`config.mk`:
```
export PLATFORM = sky130hd
export DESIGN_NAME = dac_link_device_flat
export DESIGN_NICKNAME = d
export VERILOG_FILES = /design/src/dac_link_pkg.sv /design/src/dac_link_if.sv /design/src/dac_link_device.sv /design/src/flat_wrapper.sv
export SDC_FILE = /design/constraint.sdc
export NUM_CORES = 1
export LEC_CHECK = 0
export ABC_AREA = 1
export BUFFER_PORTS_ARGS = -buffer_cell sky130_fd_sc_hd__buf_2
export CAP_MARGIN = 20
export CORE_ASPECT_RATIO = 1.5
export CORE_MARGIN = 2
export CORE_UTILIZATION = 63
export CTS_CLUSTER_SIZE = 30
export DETAILED_ROUTE_END_ITERATION = 16
export GPL_ROUTABILITY_DRIVEN = 0
export HOLD_SLACK_MARGIN = 0.02
export PLACE_DENSITY = 0.92
export SETUP_SLACK_MARGIN = 0.2
export SLEW_MARGIN = 10
export SYNTH_ARGS = -nofsm -noshare
export SYNTH_HDL_FRONTEND = slang
export SYNTH_SLANG_ARGS = --single-unit
```
`constraint.sdc`:
```
create_clock -name clock -period 4.95 [get_ports clock]
set_clock_uncertainty 0.2 [all_clocks]
set_input_delay 0 -clock clock [delete_from_list [all_inputs] [get_ports clock]]
set_output_delay 0 -clock clock [all_outputs]
set_load 0.02 [all_outputs]
```
`src/dac_link_pkg.sv`:
```
// shared constants for the serial converter front end
package dac_link_pkg;
   localparam int WORD_BITS = 24;
   localparam int CODE_BITS = 16;
   localparam int EXT_BITS = 26;
   localparam int MODE_HI_POS = 17;
   localparam int MODE_LO_POS = 16;
   localparam int HEAD_HI_POS = 23;
   localparam int HEAD_LO_POS = 18;
   localparam logic [5:0] HEAD_ZERO = 6'h00;
   localparam logic [23:0] REF_OFF_WORD = 24'h480401;
   localparam logic [23:0] REF_ON1_WORD = 24'h4C0400;
   localparam logic [23:0] REF_ON2_WORD = 24'h4C0401;
   localparam logic [15:0] CODE_RESET = 16'h0000;
   localparam logic [1:0] MODE_NORMAL = 2'h0;
   localparam logic [1:0] MODE_1K = 2'h1;
   localparam logic [1:0] MODE_100K = 2'h2;
   localparam logic [1:0] MODE_HIZ = 2'h3;
   localparam int LINK_DIV = 16;
   localparam int IDLE_HALVES = 2;
endpackage

```
`src/dac_link_if.sv`:
```
// three-wire write link between host master and converter
`timescale 1ns/100ps
interface dac_link_if;
   logic frame_n;
   logic sclk;
   logic sdata;
   modport host (output frame_n, output sclk, output sdata);
   modport device (input frame_n, input sclk, input sdata);
endinterface

```
`src/dac_link_device.sv`:
```
// converter front end: samples the link, updates code, mode and reference
`timescale 1ns/100ps
// Function
// - frame starts on falling sync only
// - shift data on falling clock edges
// - twenty-fourth edge executes the word
// - host may hold or raise sync after
// - host returns sync high between frames
// - host sends six leading zeros
// - bits seventeen, sixteen select power mode
// - last sixteen bits load code register
// - power-down words also load code, switch output network
// - early sync rise discards the frame
// - reset clears code and mode to zero
// - reference enabled after reset
// - reference frames need twenty-six clocks
// - disable word plus two edges turns off
// - two enable words in order re-enable
// - disabled reference releases reference pin
// - disable and enable command word values
module dac_link_device
   import dac_link_pkg::*;
(
   input wire logic clock,
   input wire logic rst_n,
   dac_link_if.device link,
   output logic [15:0] code,
   output logic [1:0] power_mode,
   output logic power_mode_high_bit,
   output logic power_mode_low_bit,
   output logic analog_enable,
   output logic analog_output_1k,
   output logic analog_output_100k,
   output logic ref_enable,
   output logic ref_pin_oe_n,
   output logic updated,
   output logic aborted
);
   logic [2:0] fs_sync, ck_sync, dt_sync;
   logic [23:0] shreg;
   logic [5:0] count;
   logic active;
   logic [23:0] held;
   logic on1_seen;
   wire fs_n = fs_sync[1];
   wire fs_fall = fs_sync[2] & ~fs_sync[1];
   wire fs_rise = ~fs_sync[2] & fs_sync[1];
   wire ck_fall = ck_sync[2] & ~ck_sync[1];
   wire sd = dt_sync[1];
   wire [23:0] next_word = {shreg[22:0], sd};
   wire take = active && !fs_n && ck_fall;
   wire at_word = take && (count == 6'(WORD_BITS - 1));
   wire at_ext = take && (count == 6'(EXT_BITS - 1));
   wire head_ok = (next_word[HEAD_HI_POS:HEAD_LO_POS] == HEAD_ZERO);
   wire [1:0] next_mode = next_word[MODE_HI_POS:MODE_LO_POS];
   wire is_off = (held == REF_OFF_WORD);
   wire is_on1 = (held == REF_ON1_WORD);
   wire is_on2 = (held == REF_ON2_WORD);
   // outputs derived from the mode bits of the incoming word
   function automatic logic [2:0] stage(input logic [1:0] m);
      stage = {m == MODE_NORMAL, m == MODE_1K, m == MODE_100K};
   endfunction
   wire [2:0] next_stage = stage(next_mode);
   // first flop of each chain feeds only the second
   always_ff @(posedge clock) begin
      if (!rst_n) begin
         fs_sync <= 3'h7;
         ck_sync <= 3'h0;
         dt_sync <= 3'h0;
      end else begin
         fs_sync <= {fs_sync[1:0], link.frame_n};
         ck_sync <= {ck_sync[1:0], link.sclk};
         dt_sync <= {dt_sync[1:0], link.sdata};
      end
   end
   always_ff @(posedge clock) begin
      if (!rst_n) begin
         // power-on state: zero code, normal mode
         shreg <= '0;
         count <= '0;
         active <= 1'b0;
         held <= '0;
         on1_seen <= 1'b0;
         code <= CODE_RESET;
         power_mode <= MODE_NORMAL;
         power_mode_high_bit <= 1'b0;
         power_mode_low_bit <= 1'b0;
         analog_enable <= 1'b1;
         analog_output_1k <= 1'b0;
         analog_output_100k <= 1'b0;
         ref_enable <= 1'b1;
         ref_pin_oe_n <= 1'b0;
         updated <= 1'b0;
         aborted <= 1'b0;
      end else begin
         updated <= 1'b0;
         aborted <= 1'b0;
         if (fs_fall) begin
            // new frame only on falling sync
            active <= 1'b1;
            count <= '0;
            shreg <= '0;
         end else if (fs_rise) begin
            if (active && count < 6'(WORD_BITS)) begin
               aborted <= 1'b1;
               shreg <= '0;
            end
            // any frame short of a command frame breaks the enable pair
            if (count < 6'(EXT_BITS)) on1_seen <= 1'b0;
            active <= 1'b0;
         end else if (take) begin
            // shift on falling clock while frame active
            shreg <= next_word;
            if (count != 6'h3F) count <= count + 6'd1;
            if (at_word) begin
               held <= next_word;
               // execute at 24th edge; header gate
               if (head_ok) begin
                  code <= next_word[CODE_BITS-1:0];
                  power_mode <= next_mode;
                  power_mode_high_bit <= next_mode[1];
                  power_mode_low_bit <= next_mode[0];
                  analog_enable <= next_stage[2];
                  analog_output_1k <= next_stage[1];
                  analog_output_100k <= next_stage[0];
                  updated <= 1'b1;
               end
            end
            if (at_ext) begin
               // two extra edges seal reference commands
               if (is_off) begin
                  ref_enable <= 1'b0;
                  ref_pin_oe_n <= 1'b1;
                  on1_seen <= 1'b0;
               end else if (is_on1) begin
                  on1_seen <= 1'b1;
               end else if (is_on2 && on1_seen) begin
                  ref_enable <= 1'b1;
                  ref_pin_oe_n <= 1'b0;
                  on1_seen <= 1'b0;
               end else begin
                  on1_seen <= 1'b0;
               end
            end
         end
      end
   end
endmodule

```
`src/flat_wrapper.sv`:
```
// flat-port wrapper written by rule: the top's interface ports become plain ports
module dac_link_device_flat import dac_link_pkg::*;
  (clock, rst_n, code, power_mode, power_mode_high_bit, power_mode_low_bit, analog_enable, analog_output_1k, analog_output_100k, ref_enable, ref_pin_oe_n, updated, aborted, link_frame_n, link_sclk, link_sdata);
  dac_link_if link_i ();
  input wire logic clock;
  input wire logic rst_n;
  output logic [15:0] code;
  output logic [1:0] power_mode;
  output logic power_mode_high_bit;
  output logic power_mode_low_bit;
  output logic analog_enable;
  output logic analog_output_1k;
  output logic analog_output_100k;
  output logic ref_enable;
  output logic ref_pin_oe_n;
  output logic updated;
  output logic aborted;
  input wire logic [$bits(link_i.frame_n)-1:0] link_frame_n;
  input wire logic [$bits(link_i.sclk)-1:0] link_sclk;
  input wire logic [$bits(link_i.sdata)-1:0] link_sdata;
  assign link_i.frame_n = link_frame_n;
  assign link_i.sclk = link_sclk;
  assign link_i.sdata = link_sdata;
  dac_link_device u_core (.clock(clock), .rst_n(rst_n), .link(link_i), .code(code), .power_mode(power_mode), .power_mode_high_bit(power_mode_high_bit), .power_mode_low_bit(power_mode_low_bit), .analog_enable(analog_enable), .analog_output_1k(analog_output_1k), .analog_output_100k(analog_output_100k), .ref_enable(ref_enable), .ref_pin_oe_n(ref_pin_oe_n), .updated(updated), .aborted(aborted));
endmodule
```
==> impl_metrics.py <==
metrics = {
    "layout": {
        "antennaDiodeCount": 0,
        "nets": 489,
        "final_util_pct": 72.48,
        "final_area_mm2": 0.004010,
        "drive_above_1_share_pct": 16.29,
        "nFillCells": 403,
        "seqCellArea_mm2": 0.001762,
        "multi_input_area_mm2": 0.001409,
        "area_growth_pct": 10.48,
        "final_common_cell": "dfxtp_1",
        "layout_common_cells": "dfxtp_1 (88), inv_1 (80), nor2_1 (63)",
    },
    "worst_setup_path": {
        "worst_path_largest_cell_delay_ns": 0.59,
        "cpMostUsedCell": "inv_1",
        "crit_chain": "ha_1, inv_1, nand2_2, nand2_1, o22ai_1, inv_1, nor2_1",
        "crit_path_end_kind": "register",
        "reg2reg_depth": 7,
        "start_kind": "register",
        "rrSetupSlack_ns": 2.46,
        "critPathArrivalTime_ns": 2.60,
        "cp.required_ns": 5.06,
        "r2r-start": "u_core.fs_sync[1]",
        "r2r-end": "u_core.shreg[14]",
        "path_class": "reg -> reg",
        "slowest_stage": "nand2_1",
        "crit_fanout": 25,
    },
    "timing": {
        "setup_viol": 0,
        "slew_headroom_pct": 47.71,
        "max_freq_mhz": 402.1,
        "fin_crit_ns": 2.487,
        "setup_slack_ns": 2.463,
        "max_slew.worst_pin.slew_ns": 0.7834,
        "fin_crit_sh_pct": 50.24,
        "fin_tns_setup_ns": 0,
        "final-hold-violation-count": 0,
        "rsz0062_at_grt": "false",
        "drv_slew": 0,
    },
    "floorplan": {
        "fp-row-count": 33,
        "fp.dieH_um": 96.97,
        "die_w_um": 65.98,
        "dieArea_mm2": 0.006397,
        "ioPinCount": 32,
        "coreArea_mm2": 0.005533,
        "initial_core_util_pct": 65.60,
    },
    "synth": {
        "yosys_warnings": 0,
        "ys_seq_area_share_pct": 48.53,
        "yosys.cell_types.count": 33,
        "syn_area_mm2": 0.003630,
        "post_synth_inst_count": 453,
        "synth-seq-cells": 88,
        "synth_nets": 462,
        "avgSynthCellArea_um2": 8.013,
    },
    "route": {
        "wl_per_cell_um": 13.82,
        "postRouteWirelength_um": 7672,
        "avgViaCountPerCell": 5.468,
        "vias": 3035,
        "firstDrtPassIters": 5,
        "drt_iter0_markers": 243,
        "antenna_left": 0,
        "drcViolationCount": 0,
    },
    "global_routing": {
        "grt_usage_pct": 25.50,
        "antenna_found_initial": 0,
        "grt_pass1_vias": 2965,
        "grt_pass1_wl_um": 12670,
        "grt_overflow": 0,
        "grt_max_degree": 36,
    },
    "run_status": {
        "outcome": "completed",
    },
    "flow_run": {
        "maxCapViolCount": 0,
    },
    "cts": {
        "cts_sinks": 88,
        "path_clk_slew_ns": 0.09,
        "cts_tree": "done",
        "h-tree-depth": 3,
        "ctsRootBufferMaster": "clkbuf_8",
        "cts_max_path_buffers": 2,
        "insertion_delay_ns": 0.37,
        "numCtsBuffers": 9,
    },
    "worst_hold_path": {
        "hold_end": "u_core.fs_sync[0]",
        "whs_path_depth": 3,
        "worstHoldPathType": "in -> reg",
        "hold_start": "link_frame_n",
    },
    "place": {
        "io_buffers": 31,
        "dp_hpwl_um": 4978,
        "dpl_cell_area_mm2": 0.003741,
        "place_ws_ns": 2.546,
    },
    "pwr": {
        "vdd_drop_max_mv": 0.2469,
        "power_leakage_nw": 1.607,
        "p_per_area_mw_per_mm2": 307.1,
    },
}
-- metal layers --
metal | wire length, µm | vias to the layer above | track usage [%]
met5 | 0 | - | 0
met4 | 335 | 0 | 17.74
met3 | 381 | 31 | 4.070
li1 | - | 1494 | -
met2 | 3954 | 110 | 43.82
met1 | 3001 | 1400 | 27.48
-- critical path, delay by kind of cell, from the launching register on --
| kind | cells | cell delay, ns |
|---|---|---|
| compound gates | 1 | 0.33 |
| fa+ha+maj | 1 | 0.26 |
| buf+inv | 2 | 0.20 |
| flops | 1 | 0.38 |
| simple gates | 3 | 1.05 |
-- registers in the layout, indices dropped and copies added, names as in the netlist, 2 cells and up --
| name | count |
|---|---|
| u_core.ck_sync | 3 |
| u_core.code | 16 |
| u_core.count | 6 |
| u_core.dt_sync | 2 |
| u_core.fs_sync | 3 |
| u_core.held | 24 |
| u_core.shreg | 23 |
-- where the power goes --
group	switching, mW	internal, mW
clock	0.258	0.233
combinational	0.0194	0.00916
sequential	0.00156	0.710
total	0.279	0.953
-- logic make-up after synthesis --
group           Yosys count  share of synthesized area, %
compound gates          101                         15.93
fa+ha+maj                 4                         1.379
flops                    88                         48.53
xor+xnor                  1                        0.2413
simple gates            151                         21.27
buf+inv                 108                         12.65
-- metrics by stage --
stage / hold WS [ns] / cells / power (mW)
2_1_floorplan: -0.1024 / 453 / 0.7460
3_3_place_gp: -0.01005 / 532 / 0.7508
3_5_place_dp: -0.01068 / 532 / 0.7517
4_1_cts: 0.1621 / 554 / 1.230
5_1_grt: 0.2206 / 555 / 1.266
6_report: 0.1767 / 555 / 1.232
-- synthesized netlist by cell type --
cell	count	area share (%)
inv_1	80	8.3
o21ai_0	24	3.3
a21oi_1	32	4.4
nand3_1	12	1.7
nand3_4	1	0.48
nor4_1	1	0.17
nand4_1	5	0.86
nand2_2	3	0.52
dfxtp_1	88	49
xor2_1	1	0.24
nor2_4	12	3.7
o22ai_1	23	4.0
buf_12	1	0.55
nor2_1	63	6.5
nor2_2	1	0.17
buf_2	2	0.28
nand3_2	1	0.28
inv_2	4	0.41
a21oi_2	1	0.24
nor2_8	1	0.55
nand2_1	41	4.2
nor3b_2	1	0.34
buf_4	2	0.41
nor3_1	6	0.83
buf_6	3	0.93
inv_4	2	0.34
ha_1	4	1.4
a211oi_2	1	0.34
nand4_4	1	0.59
a211oi_1	13	2.7
or2_2	2	0.34
o21ai_1	7	0.97
clkbuf_1	14	1.4
-- area by class of cell --
class                   count  area share, %
well taps                  70          2.184
clock inverters             7          1.747
clock buffers               9          3.089
inverters                  86          8.175
repair buffers             38          5.741
flip-flops and latches     88          43.93
multi-input cells         257          35.13
-- worst max path at each step --
stage | from | end | slack (ns) | cells past startpoint
3_3_place_gp | u_core.fs_sync[1] | u_core.shreg[15] | 2.61 | 7
6_report | u_core.fs_sync[1] | u_core.shreg[14] | 2.46 | 7
5_1_grt | u_core.fs_sync[2] | u_core.shreg[14] | 2.28 | 8
4_1_cts | u_core.fs_sync[1] | u_core.shreg[14] | 2.51 | 7
3_5_place_dp | u_core.fs_sync[1] | u_core.shreg[14] | 2.55 | 7
2_1_floorplan | u_core.fs_sync[1] | u_core.code[15] | 3.24 | 8
-- timing repair --
action / 4_1_cts / 5_1_grt
endpoints found under the hold margin: 34 / 0
hold buffers: 6 / 0
resized for setup: 0 / 0
setup buffers: 0 / 0
Power figures use the tool's default switching activity.
